==> config.mk <==
export PLATFORM = sky130hd
export DESIGN_NAME = usb_ep_regs
export DESIGN_NICKNAME = d
export VERILOG_FILES = /design/src/usb_ep_pkg.sv /design/src/usb_ep_dma.sv /design/src/usb_ep_regs.sv
export SDC_FILE = /design/constraint.sdc
export NUM_CORES = 1
export LEC_CHECK = 0
export BUFFER_PORTS_ARGS = -buffer_cell sky130_fd_sc_hd__buf_2
export CAP_MARGIN = 20
export CORE_AREA = 5 5 150 152
export DETAILED_ROUTE_END_ITERATION = 16
export DIE_AREA = 0 0 155 157
export PLACE_DENSITY_LB_ADDON = 0.12
export SETUP_SLACK_MARGIN = 0.3
export SLEW_MARGIN = 20
export SYNTH_ARGS = -nofsm -noshare
export SYNTH_HDL_FRONTEND = slang
export SYNTH_SLANG_ARGS = --single-unit
==> constraint.sdc <==
create_clock -name I_CLK_SYS -period 4.2 [get_ports I_CLK_SYS]
set_input_delay 0.21 -clock I_CLK_SYS [delete_from_list [all_inputs] [get_ports I_CLK_SYS]]
set_output_delay 0.21 -clock I_CLK_SYS [all_outputs]
set_load 0.01 [all_outputs]
==> src/usb_ep_pkg.sv <==
// Shared constants for the endpoint B/C register block
package usb_ep_pkg;
   // Register byte addresses
   localparam logic [31:0] OFS_B_IE = 32'hfff0606c;
   localparam logic [31:0] OFS_B_IC = 32'hfff06070;
   localparam logic [31:0] OFS_B_IS = 32'hfff06074;
   localparam logic [31:0] OFS_B_ADDR = 32'hfff06078;
   localparam logic [31:0] OFS_B_LEN = 32'hfff0607c;
   localparam logic [31:0] OFS_C_INFO = 32'hfff06080;
   localparam logic [31:0] OFS_C_CTL = 32'hfff06084;

   // Reset value of every register
   localparam logic [31:0] RESET_WORD = 32'h00000000;

   // Endpoint B event flag positions
   localparam int EV_W = 6;
   localparam int B_CF_BIT = 5;
   localparam int B_BUSERR_BIT = 4;
   localparam int B_DMA_BIT = 3;
   localparam int B_ALT_BIT = 2;
   localparam int B_TOKEN_BIT = 1;
   localparam int B_STALL_BIT = 0;

   // Endpoint B transfer length width
   localparam int LEN_W = 20;

   // Endpoint C information fields
   localparam int C_TYPE_LSB = 29;
   localparam int C_DIR_BIT = 28;
   localparam int C_MPS_LSB = 16;
   localparam int MPS_W = 10;
   localparam int C_ALT_LSB = 12;
   localparam int C_INF_LSB = 8;
   localparam int C_CFG_LSB = 4;
   localparam int C_NUM_LSB = 0;
   localparam logic [31:0] INFO_WMASK = 32'h73ff0fff;

   // Endpoint C control bits
   localparam int C_ZLP_BIT = 6;
   localparam int C_UNSTALL_BIT = 5;
   localparam int C_THR_BIT = 4;
   localparam int C_STALL_BIT = 3;
   localparam int C_RDY_BIT = 2;
   localparam int C_RST_BIT = 1;
   localparam int C_EN_BIT = 0;

   // Isochronous FIFO free-space thresholds in bytes
   localparam logic [7:0] THR_SMALL = 8'h10;
   localparam logic [7:0] THR_LARGE = 8'h20;

   // Memory beat size
   localparam logic [31:0] BEAT_ADDR = 32'h00000004;
   localparam logic [19:0] BEAT_LEN = 20'h00004;

   // AXI responses
   localparam logic [1:0] RESP_OKAY = 2'b00;
   localparam logic [1:0] RESP_DECERR = 2'b11;

   typedef enum logic [1:0] {
      XFER_RSVD = 2'b00,
      XFER_BULK = 2'b01,
      XFER_INTR = 2'b10,
      XFER_ISO = 2'b11
   } xfer_type_e;
endpackage : usb_ep_pkg

==> src/usb_ep_dma.sv <==
// Address and byte counter for one endpoint's memory transfers
`timescale 1ns/1ps
module usb_ep_dma (
   input wire logic i_clk,
   input wire logic i_rst_n,
   input wire logic i_start,
   input wire logic [31:0] i_addr,
   input wire logic [19:0] i_len,
   input wire logic i_ack,
   input wire logic i_err,
   output logic o_req,
   output logic [31:0] o_addr,
   output logic o_done,
   output logic o_err
);
   typedef enum logic {
      DMA_IDLE = 1'b0,
      DMA_RUN = 1'b1
   } dma_state_e;

   typedef struct packed {
      dma_state_e st;
      logic req;
      logic [31:0] addr;
      logic [19:0] left;
      logic done;
      logic err;
   } dma_s;

   dma_s s;
   dma_s n;

   // Walk the address one word per acknowledged beat
   always_comb begin
      n = s;
      n.done = 1'b0;
      n.err = 1'b0;
      unique case (s.st)
         DMA_IDLE: begin
            if (i_start) begin
               n.st = DMA_RUN;
               n.req = 1'b1;
               n.addr = i_addr;
               n.left = i_len;
            end
         end
         DMA_RUN: begin
            // A bus error ends the transfer; the rest is not retried
            if (i_err) begin
               n.st = DMA_IDLE;
               n.req = 1'b0;
               n.err = 1'b1;
            end else if (i_ack) begin
               n.addr = s.addr + usb_ep_pkg::BEAT_ADDR;
               // Partial last word still counts as one beat
               if (s.left <= usb_ep_pkg::BEAT_LEN) begin
                  n.st = DMA_IDLE;
                  n.req = 1'b0;
                  n.done = 1'b1;
               end else begin
                  n.left = s.left - usb_ep_pkg::BEAT_LEN;
               end
            end
         end
      endcase
   end

   // State register
   always_ff @(posedge i_clk) begin
      if (!i_rst_n) begin
         s <= '0;
      end else begin
         s <= n;
      end
   end

   assign o_req = s.req;
   assign o_addr = s.addr;
   assign o_done = s.done;
   assign o_err = s.err;
endmodule : usb_ep_dma

==> src/usb_ep_regs.sv <==
// Endpoint B status/DMA and endpoint C info/control registers on AXI4-Lite
`timescale 1ns/1ps
// Functional notes
// - B status word, bit5 clear-feature, rest reserved
// - B bit4 set on system bus error
// - B bit3 set on DMA completion
// - B bit2 set on alternate setting change
// - B bit1 set on token received
// - B bit0 set on stall event
// - B 32-bit writable DMA address
// - B 20-bit writable length, upper reserved
// - C type field bits 30:29
// - C direction bit 28, 1 is IN
// - C max packet size bits 25:16
// - C alt read-only, interface/config/number writable
// - C control bit6 sends zero-length packet
// - C control bit5 write-one clears stall
// - C iso DMA threshold 16 or 32 bytes
// - C control bit3 sets stall
// - C DMA only while buffer-ready bit set
// - C bit1 resets endpoint, bit0 enables
// - B interrupt gated by enable word
// - B clear word write-one clears flag
module usb_ep_regs (
   input wire logic I_CLK_SYS,
   input wire logic I_RST_N,
   input wire logic [31:0] I_AWADDR,
   input wire logic I_AWVALID,
   output logic O_AWREADY,
   input wire logic [31:0] I_WDATA,
   input wire logic [3:0] I_WSTRB,
   input wire logic I_WVALID,
   output logic O_WREADY,
   output logic [1:0] O_BRESP,
   output logic O_BVALID,
   input wire logic I_BREADY,
   input wire logic [31:0] I_ARADDR,
   input wire logic I_ARVALID,
   output logic O_ARREADY,
   output logic [31:0] O_RDATA,
   output logic [1:0] O_RRESP,
   output logic O_RVALID,
   input wire logic I_RREADY,
   input wire logic I_EP_B_STALL_EV,
   input wire logic I_EP_B_TOKEN_EV,
   input wire logic I_EP_B_ALT_EV,
   input wire logic I_EP_B_CLR_FEAT_EV,
   output logic O_EP_B_MEM_REQ,
   output logic [31:0] O_EP_B_MEM_ADDR,
   input wire logic I_EP_B_MEM_ACK,
   input wire logic I_EP_B_MEM_ERR,
   output logic O_EP_B_IRQ,
   input wire logic [3:0] I_EP_C_ALT,
   input wire logic [7:0] I_EP_C_FIFO_FREE,
   input wire logic I_EP_C_ZLP_SENT,
   output logic O_EP_C_ENABLE,
   output logic O_EP_C_RESET,
   output logic O_EP_C_STALL,
   output logic O_EP_C_ZLP,
   output logic O_EP_C_DMA_GO,
   output logic [1:0] O_EP_C_TYPE,
   output logic O_EP_C_DIR,
   output logic [9:0] O_EP_C_MPS,
   output logic [3:0] O_EP_C_INTERFACE,
   output logic [3:0] O_EP_C_CONFIG,
   output logic [3:0] O_EP_C_EP_NUM
);
   typedef struct packed {
      logic aw_have;
      logic [31:0] aw_addr;
      logic w_have;
      logic [31:0] w_data;
      logic [3:0] w_strb;
      logic awready;
      logic wready;
      logic bvalid;
      logic [1:0] bresp;
      logic arready;
      logic rvalid;
      logic [1:0] rresp;
      logic [31:0] rdata;
      logic [5:0] b_flags;
      logic [5:0] b_ie;
      logic [31:0] b_addr;
      logic [19:0] b_len;
      logic b_start;
      logic b_irq;
      logic [31:0] c_info;
      logic c_zlp;
      logic c_thr;
      logic c_stall;
      logic c_rdy;
      logic c_en;
      logic c_rst;
      logic c_go;
   } regs_s;

   regs_s s;
   regs_s n;

   logic [31:0] wmask;
   logic [31:0] wmerge_b_addr;
   logic [31:0] wmerge_b_len;
   logic [31:0] wmerge_b_ie;
   logic [31:0] wmerge_c_info;
   logic wr_fire;
   logic [5:0] b_events;
   logic [5:0] b_clear;
   logic dma_done;
   logic dma_err;
   logic iso_sel;
   logic iso_ok;

   // Byte lanes from the write strobes
   genvar gi;
   generate
      for (gi = 0; gi < 4; gi++) begin : g_lane
         assign wmask[8*gi +: 8] = {8{s.w_strb[gi]}};
      end
   endgenerate

   // Strobe-merged candidate values for the enable, address, length and info words
   assign wmerge_b_addr = (s.b_addr & ~wmask) | (s.w_data & wmask);
   assign wmerge_b_len = ({12'h000, s.b_len} & ~wmask) | (s.w_data & wmask);
   assign wmerge_b_ie = ({26'h0000000, s.b_ie} & ~wmask) | (s.w_data & wmask);
   assign wmerge_c_info = (s.c_info & ~wmask) | (s.w_data & wmask);

   // Write commits once address and data are both held and no answer pends
   assign wr_fire = s.aw_have && s.w_have && !s.bvalid;

   // Event sources for endpoint B, in status bit order
   assign b_events = {I_EP_B_CLR_FEAT_EV, dma_err, dma_done,
                      I_EP_B_ALT_EV, I_EP_B_TOKEN_EV, I_EP_B_STALL_EV};

   // Write-one-to-clear mask, only when byte 0 is strobed
   assign b_clear = (wr_fire && s.aw_addr == usb_ep_pkg::OFS_B_IC && s.w_strb[0])
                    ? s.w_data[5:0] : 6'h00;

   // Iso threshold compare; other types ignore free space
   assign iso_sel = (s.c_info[30:29] == usb_ep_pkg::XFER_ISO);
   assign iso_ok = s.c_thr ? (I_EP_C_FIFO_FREE > usb_ep_pkg::THR_SMALL)
                           : (I_EP_C_FIFO_FREE > usb_ep_pkg::THR_LARGE);

   // Next-state logic for bus slave and all registers
   always_comb begin
      n = s;
      n.b_start = 1'b0;
      n.c_rst = 1'b0;

      // Address and data are caught independently, in either order
      if (I_AWVALID && s.awready) begin
         n.aw_have = 1'b1;
         n.aw_addr = I_AWADDR;
      end
      if (I_WVALID && s.wready) begin
         n.w_have = 1'b1;
         n.w_data = I_WDATA;
         n.w_strb = I_WSTRB;
      end
      if (s.bvalid && I_BREADY) begin
         n.bvalid = 1'b0;
      end

      // Hardware-side housekeeping first, so software writes win below
      if (I_EP_C_ZLP_SENT) begin
         n.c_zlp = 1'b0;
      end
      if (s.c_rst) begin
         n.c_stall = 1'b0;
         n.c_zlp = 1'b0;
      end

      // Register write decode
      if (wr_fire) begin
         n.aw_have = 1'b0;
         n.w_have = 1'b0;
         n.bvalid = 1'b1;
         n.bresp = usb_ep_pkg::RESP_OKAY;
         unique case (s.aw_addr)
            usb_ep_pkg::OFS_B_IE: begin
               n.b_ie = wmerge_b_ie[5:0];
            end
            usb_ep_pkg::OFS_B_IC, usb_ep_pkg::OFS_B_IS: begin
               // Clear word acts through b_clear; status is read-only
               n.bresp = usb_ep_pkg::RESP_OKAY;
            end
            usb_ep_pkg::OFS_B_ADDR: begin
               n.b_addr = wmerge_b_addr;
            end
            usb_ep_pkg::OFS_B_LEN: begin
               n.b_len = wmerge_b_len[19:0];
               // A non-zero length launches the transfer
               n.b_start = |wmerge_b_len[19:0];
            end
            usb_ep_pkg::OFS_C_INFO: begin
               // Reserved and alternate-setting bits never store
               n.c_info = wmerge_c_info & usb_ep_pkg::INFO_WMASK;
            end
            usb_ep_pkg::OFS_C_CTL: begin
               if (s.w_strb[0]) begin
                  n.c_zlp = s.w_data[usb_ep_pkg::C_ZLP_BIT];
                  n.c_thr = s.w_data[usb_ep_pkg::C_THR_BIT];
                  n.c_rdy = s.w_data[usb_ep_pkg::C_RDY_BIT];
                  n.c_en = s.w_data[usb_ep_pkg::C_EN_BIT];
                  n.c_rst = s.w_data[usb_ep_pkg::C_RST_BIT];
                  if (s.w_data[usb_ep_pkg::C_UNSTALL_BIT]) begin
                     n.c_stall = 1'b0;
                  end
                  // Set beats clear when both are written at once
                  if (s.w_data[usb_ep_pkg::C_STALL_BIT]) begin
                     n.c_stall = 1'b1;
                  end
               end
            end
            default: begin
               n.bresp = usb_ep_pkg::RESP_DECERR;
            end
         endcase
      end

      // Sticky status: a new event beats a clear in the same cycle
      n.b_flags = (s.b_flags & ~b_clear) | b_events;

      // Interrupt follows the flags one cycle later
      n.b_irq = |(s.b_flags & s.b_ie);

      // Endpoint C memory access permission
      n.c_go = s.c_en && s.c_rdy && !s.c_rst && (!iso_sel || iso_ok);

      // Read channel: one outstanding read, answered on the next edge
      if (I_ARVALID && s.arready) begin
         n.rvalid = 1'b1;
         n.rresp = usb_ep_pkg::RESP_OKAY;
         unique case (I_ARADDR)
            usb_ep_pkg::OFS_B_IE: n.rdata = {26'h0000000, s.b_ie};
            usb_ep_pkg::OFS_B_IC: n.rdata = usb_ep_pkg::RESET_WORD;
            usb_ep_pkg::OFS_B_IS: n.rdata = {26'h0000000, s.b_flags};
            usb_ep_pkg::OFS_B_ADDR: n.rdata = s.b_addr;
            usb_ep_pkg::OFS_B_LEN: n.rdata = {12'h000, s.b_len};
            usb_ep_pkg::OFS_C_INFO: begin
               n.rdata = {s.c_info[31:16], I_EP_C_ALT, s.c_info[11:0]};
            end
            usb_ep_pkg::OFS_C_CTL: begin
               // Unstall and reset are write-only and read as zero
               n.rdata = {25'h0000000, s.c_zlp, 1'b0, s.c_thr, s.c_stall,
                          s.c_rdy, 1'b0, s.c_en};
            end
            default: begin
               n.rdata = usb_ep_pkg::RESET_WORD;
               n.rresp = usb_ep_pkg::RESP_DECERR;
            end
         endcase
      end else if (s.rvalid && I_RREADY) begin
         n.rvalid = 1'b0;
      end

      // Ready outputs are registered; holding a half write blocks its channel
      n.awready = !n.aw_have && !n.bvalid;
      n.wready = !n.w_have && !n.bvalid;
      n.arready = !n.rvalid;
   end

   // Single state register, cleared by synchronous reset
   always_ff @(posedge I_CLK_SYS) begin
      if (!I_RST_N) begin
         s <= '0;
      end else begin
         s <= n;
      end
   end

   // Endpoint B memory transfer engine
   usb_ep_dma u_dma_b (
      .i_clk(I_CLK_SYS),
      .i_rst_n(I_RST_N),
      .i_start(s.b_start),
      .i_addr(s.b_addr),
      .i_len(s.b_len),
      .i_ack(I_EP_B_MEM_ACK),
      .i_err(I_EP_B_MEM_ERR),
      .o_req(O_EP_B_MEM_REQ),
      .o_addr(O_EP_B_MEM_ADDR),
      .o_done(dma_done),
      .o_err(dma_err)
   );

   // Bus outputs
   assign O_AWREADY = s.awready;
   assign O_WREADY = s.wready;
   assign O_BRESP = s.bresp;
   assign O_BVALID = s.bvalid;
   assign O_ARREADY = s.arready;
   assign O_RDATA = s.rdata;
   assign O_RRESP = s.rresp;
   assign O_RVALID = s.rvalid;

   // Endpoint outputs, all straight from the state register
   assign O_EP_B_IRQ = s.b_irq;
   assign O_EP_C_ENABLE = s.c_en;
   assign O_EP_C_RESET = s.c_rst;
   assign O_EP_C_STALL = s.c_stall;
   assign O_EP_C_ZLP = s.c_zlp;
   assign O_EP_C_DMA_GO = s.c_go;
   assign O_EP_C_TYPE = s.c_info[30:29];
   assign O_EP_C_DIR = s.c_info[usb_ep_pkg::C_DIR_BIT];
   assign O_EP_C_MPS = s.c_info[25:16];
   assign O_EP_C_INTERFACE = s.c_info[11:8];
   assign O_EP_C_CONFIG = s.c_info[7:4];
   assign O_EP_C_EP_NUM = s.c_info[3:0];
endmodule : usb_ep_regs

==> results.md <==
- Outcome: complete, no violations
- H-tree levels: 1
- Leading area contributor after synthesis: dfxtp_1
- Fmax: around 370 MHz
- Min Hold Slack: 0.0565 ns
- Worst-Margin Slew: ~1.1 ns
- IO buf count: 230
- Fillers: 1716
- Vias in the first global route: 11101
- CP arrival: about 3.1 ns
- Hold WC Path Type: primary input to flop
- Share of total power in the clock network: a little under half
- CTS Buf Count: 28
- Syn Std Cell Area: approximately 0.012 mm²
- Worst skew pair latency: roughly 0.56 ns
- Area share of the largest cell type after synthesis: between 40% and 50%
- Total grt overflow: 0
- Die Footprint: roughly 0.024 mm²
- # IOs: 231
- Post-synthesis sequential area ratio: 42.8%
- RD Place Congestion: around 0.96
- Vias per inst: 6.04
- DP Wirelength: 26100 µm
- Global-route wire length before repair: approximately 60000 µm
- Post-CTS setup buffers: 0
- Final worst slack: between 1.5 and 2 ns
- FFs w/ async S/R, synth: 0%
- Antenna Nets Post-Route: 0
- CP max FO: 16
- Core area: between 0.02 and 0.025 mm²
- Pwr Density: between 300 and 400 mW/mm²
- Die Wd: ~160 µm
- Cell Int Power: roughly 4200 µW
- Worst-path clk slew: around 0.06 ns
- # rows: 53
- Ant diodes: 0
- First-pass detailed-route iteration total: 6
- Crit path capture type: flop
- Hold path start: I_EP_C_ALT[0]
- Min-Delay Endpoint: O_RDATA[12]$_SDFFE_PN0P_
- Initial Util: 58.8%
- Pins Over Slew Limit: 0
- Flop pwr share: a little under half
- Share of cells above drive strength 1: around a fifth
- Clk sink count: between 200 and 300
- Post-synth top flop: dfxtp_1
- Worst R2R Start: s[198]$_SDFFE_PN0P_
- Synth-to-layout area growth: 18.8%
- Synthesis Warnings: 0
- Reg2reg setup slack: approximately 1.5 ns
- R2R cell count: 5
- Nets: approximately 1800
- Synth Net Count: between 1500 and 2000
- Mapped Cells: between 1000 and 1500
- Worst-case clock buffer depth: 3
- Clock skew: 0.0141 ns
- Routed WL per cell: slightly below 20 µm
- Startpoint types: flop
- Vias: approximately 12000
- CTS tree: done
- Largest net degree at the start of global routing: 102
- Setup Crit Path Kind: flop to flop
- DRC Markers: 0
- Initial antenna violation count: 0
- Die H: about 160 µm
- Tcrit/Tclk final: roughly 64%
- Unique masters post-synth: a little over 70
- Fin Setup TNS: 0 ns
- Worst Path Required: between 4 and 5 ns
- RSZ-0062 raised after global routing: false
- Logic pwr share: 5.7%
- Max rail drop VDD: 0.343 mV
- NetSw: between 1000 and 1500 µW
- Post-Place Setup Slack: 1.54 ns
- CTS-repair resized insts: 0
- Synth top area cells: dfxtp_1, nand2_1, buf_4
- Worst Hold Path Cells: 4
- FF+latch count, synth: 263
- Max Cap Viol: 0
- Fin. Hold Viols: 0
- Initial DRC count: between 1000 and 1500
- Detailed-route wire length: approximately 38000 µm
- Mean area per synthesized cell: a little over 8 µm²
- Leakage power: between 0.006 and 0.007 µW
- CTS root buf: clkbuf_16
- Fin crit period: approximately 2.7 ns
- Max-slew headroom: about a quarter
- EDFF count, synth: 0
- GRT Total Usage: between 30 and 40%
- Final setup viols: 0
- Switching share of power: 22.7%
## final cells by class
type | instances | area (µm²) | share of cell area [%]
well taps | 275 | 344 | 2.36
clock inverters | 8 | 146 | 1.00
repair buffers | 321 | 2030 | 13.9
inverters | 16 | 65.1 | 0.445
multi-input cells | 1029 | 5930 | 40.6
clock buffers | 43 | 827 | 5.66
flip-flops and latches | 263 | 5270 | 36.0
## cells by family after synthesis
family | synth area share, %
flip-flops | 42.8
adder cells (fa/ha/maj) | 0.305
multiplexers | 5.70
buffers and inverters | 9.00
AND/OR/NAND/NOR | 24.1
AO/OA/AOI/OAI | 17.6
XOR/XNOR | 0.428
## worst max path at each step
stage / from / to / cells after the start
2_1_floorplan: u_dma_b.s[4]$_SDFFE_PN0P_ / u_dma_b.s[14]$_SDFFE_PN0P_ / 7
3_3_place_gp: s[198]$_SDFFE_PN0P_ / flop / 5
3_5_place_dp: s[198]$_SDFFE_PN0P_ / flop / 5
4_1_cts: s[198]$_SDFFE_PN0P_ / flop / 5
5_1_grt: s[198]$_SDFFE_PN0P_ / flop / 5
6_report: s[198]$_SDFFE_PN0P_ / flop / 5
## synth_stat cells (4+ instances only)
master,n
a32oi_1,14
and3_1,13
nand3b_1,7
or3_1,10
buf_4,95
a32o_1,4
o211ai_1,7
a22oi_1,22
o21ai_0,75
inv_1,15
mux2i_1,70
nand3_1,55
nor3b_1,9
a211oi_1,8
a21oi_1,126
nor2b_1,6
clkbuf_1,65
nor2_1,115
o21ai_1,11
and2_1,10
a221oi_1,9
and4_1,4
nor3_1,24
dfxtp_1,263
a31oi_1,22
nand2_1,252
buf_2,9
nand4_1,21
buf_1,9
nor4b_1,10
or4_1,4
nand3_2,7
nand4b_1,8
nand2b_1,4
xor2_1,5
a22o_1,14
nor4_1,26
## worst max-delay path: stages, from the launching register on
cell,delay (ns)
dfxtp_1,0.31
nor4b_1,0.38
and4_1,0.74
nand4_1,0.74
nand3_1,0.29
o21ai_1,0.09
## through the flow
step	total power (µW)	cell area [µm²]	utilization (%)	cells
floorplan	2770	12300	-	1488
global placement	2880	12900	61.6	1827
detailed placement	2880	12900	61.6	1827
CTS	5470	14600	69.9	1955
global route	5630	14600	69.9	1955
finish	5470	14600	69.9	1955
## per-layer routing
| layer | routed length, µm | vias up | track usage [%] |
|---|---|---|---|
| met5 | 0 | - | 0 |
| met3 | 3480 | 81 | 4.81 |
| met2 | 17700 | 548 | 48.6 |
| met4 | 1050 | 0 | 8.83 |
| li1 | - | 5577 | - |
| met1 | 16000 | 5606 | 42.4 |
## layout by cell type (no fill, tap or decap), types with 24 or more instances in the layout
| master | count |
|---|---|
| dfxtp_1 | 263 |
| nand2_1 | 252 |
| dlygate4sd3_1 | 77 |
| clkbuf_16 | 28 |
| mux2i_1 | 70 |
| a21oi_1 | 126 |
| nor2_1 | 114 |
| nor3_1 | 24 |
| nor4_1 | 26 |
| o21ai_0 | 75 |
| nand3_1 | 55 |
| buf_2 | 230 |
## power by group through the flow
stage	Sequential [µW]	Combinational, µW	Clock (µW)
floorplan	2620	151	0
global placement	2630	244	0
detailed placement	2630	248	0
CTS	2580	303	2590
global route	2580	342	2700
finish	2580	311	2580
## repair_timing
item / in CTS / in global routing
endpoints found under the hold margin: 78 / 0
endpoints found under the setup margin: 0 / 0
hold buffers: 77 / 0
No activity file was read; power rests on OpenSTA's default activity.
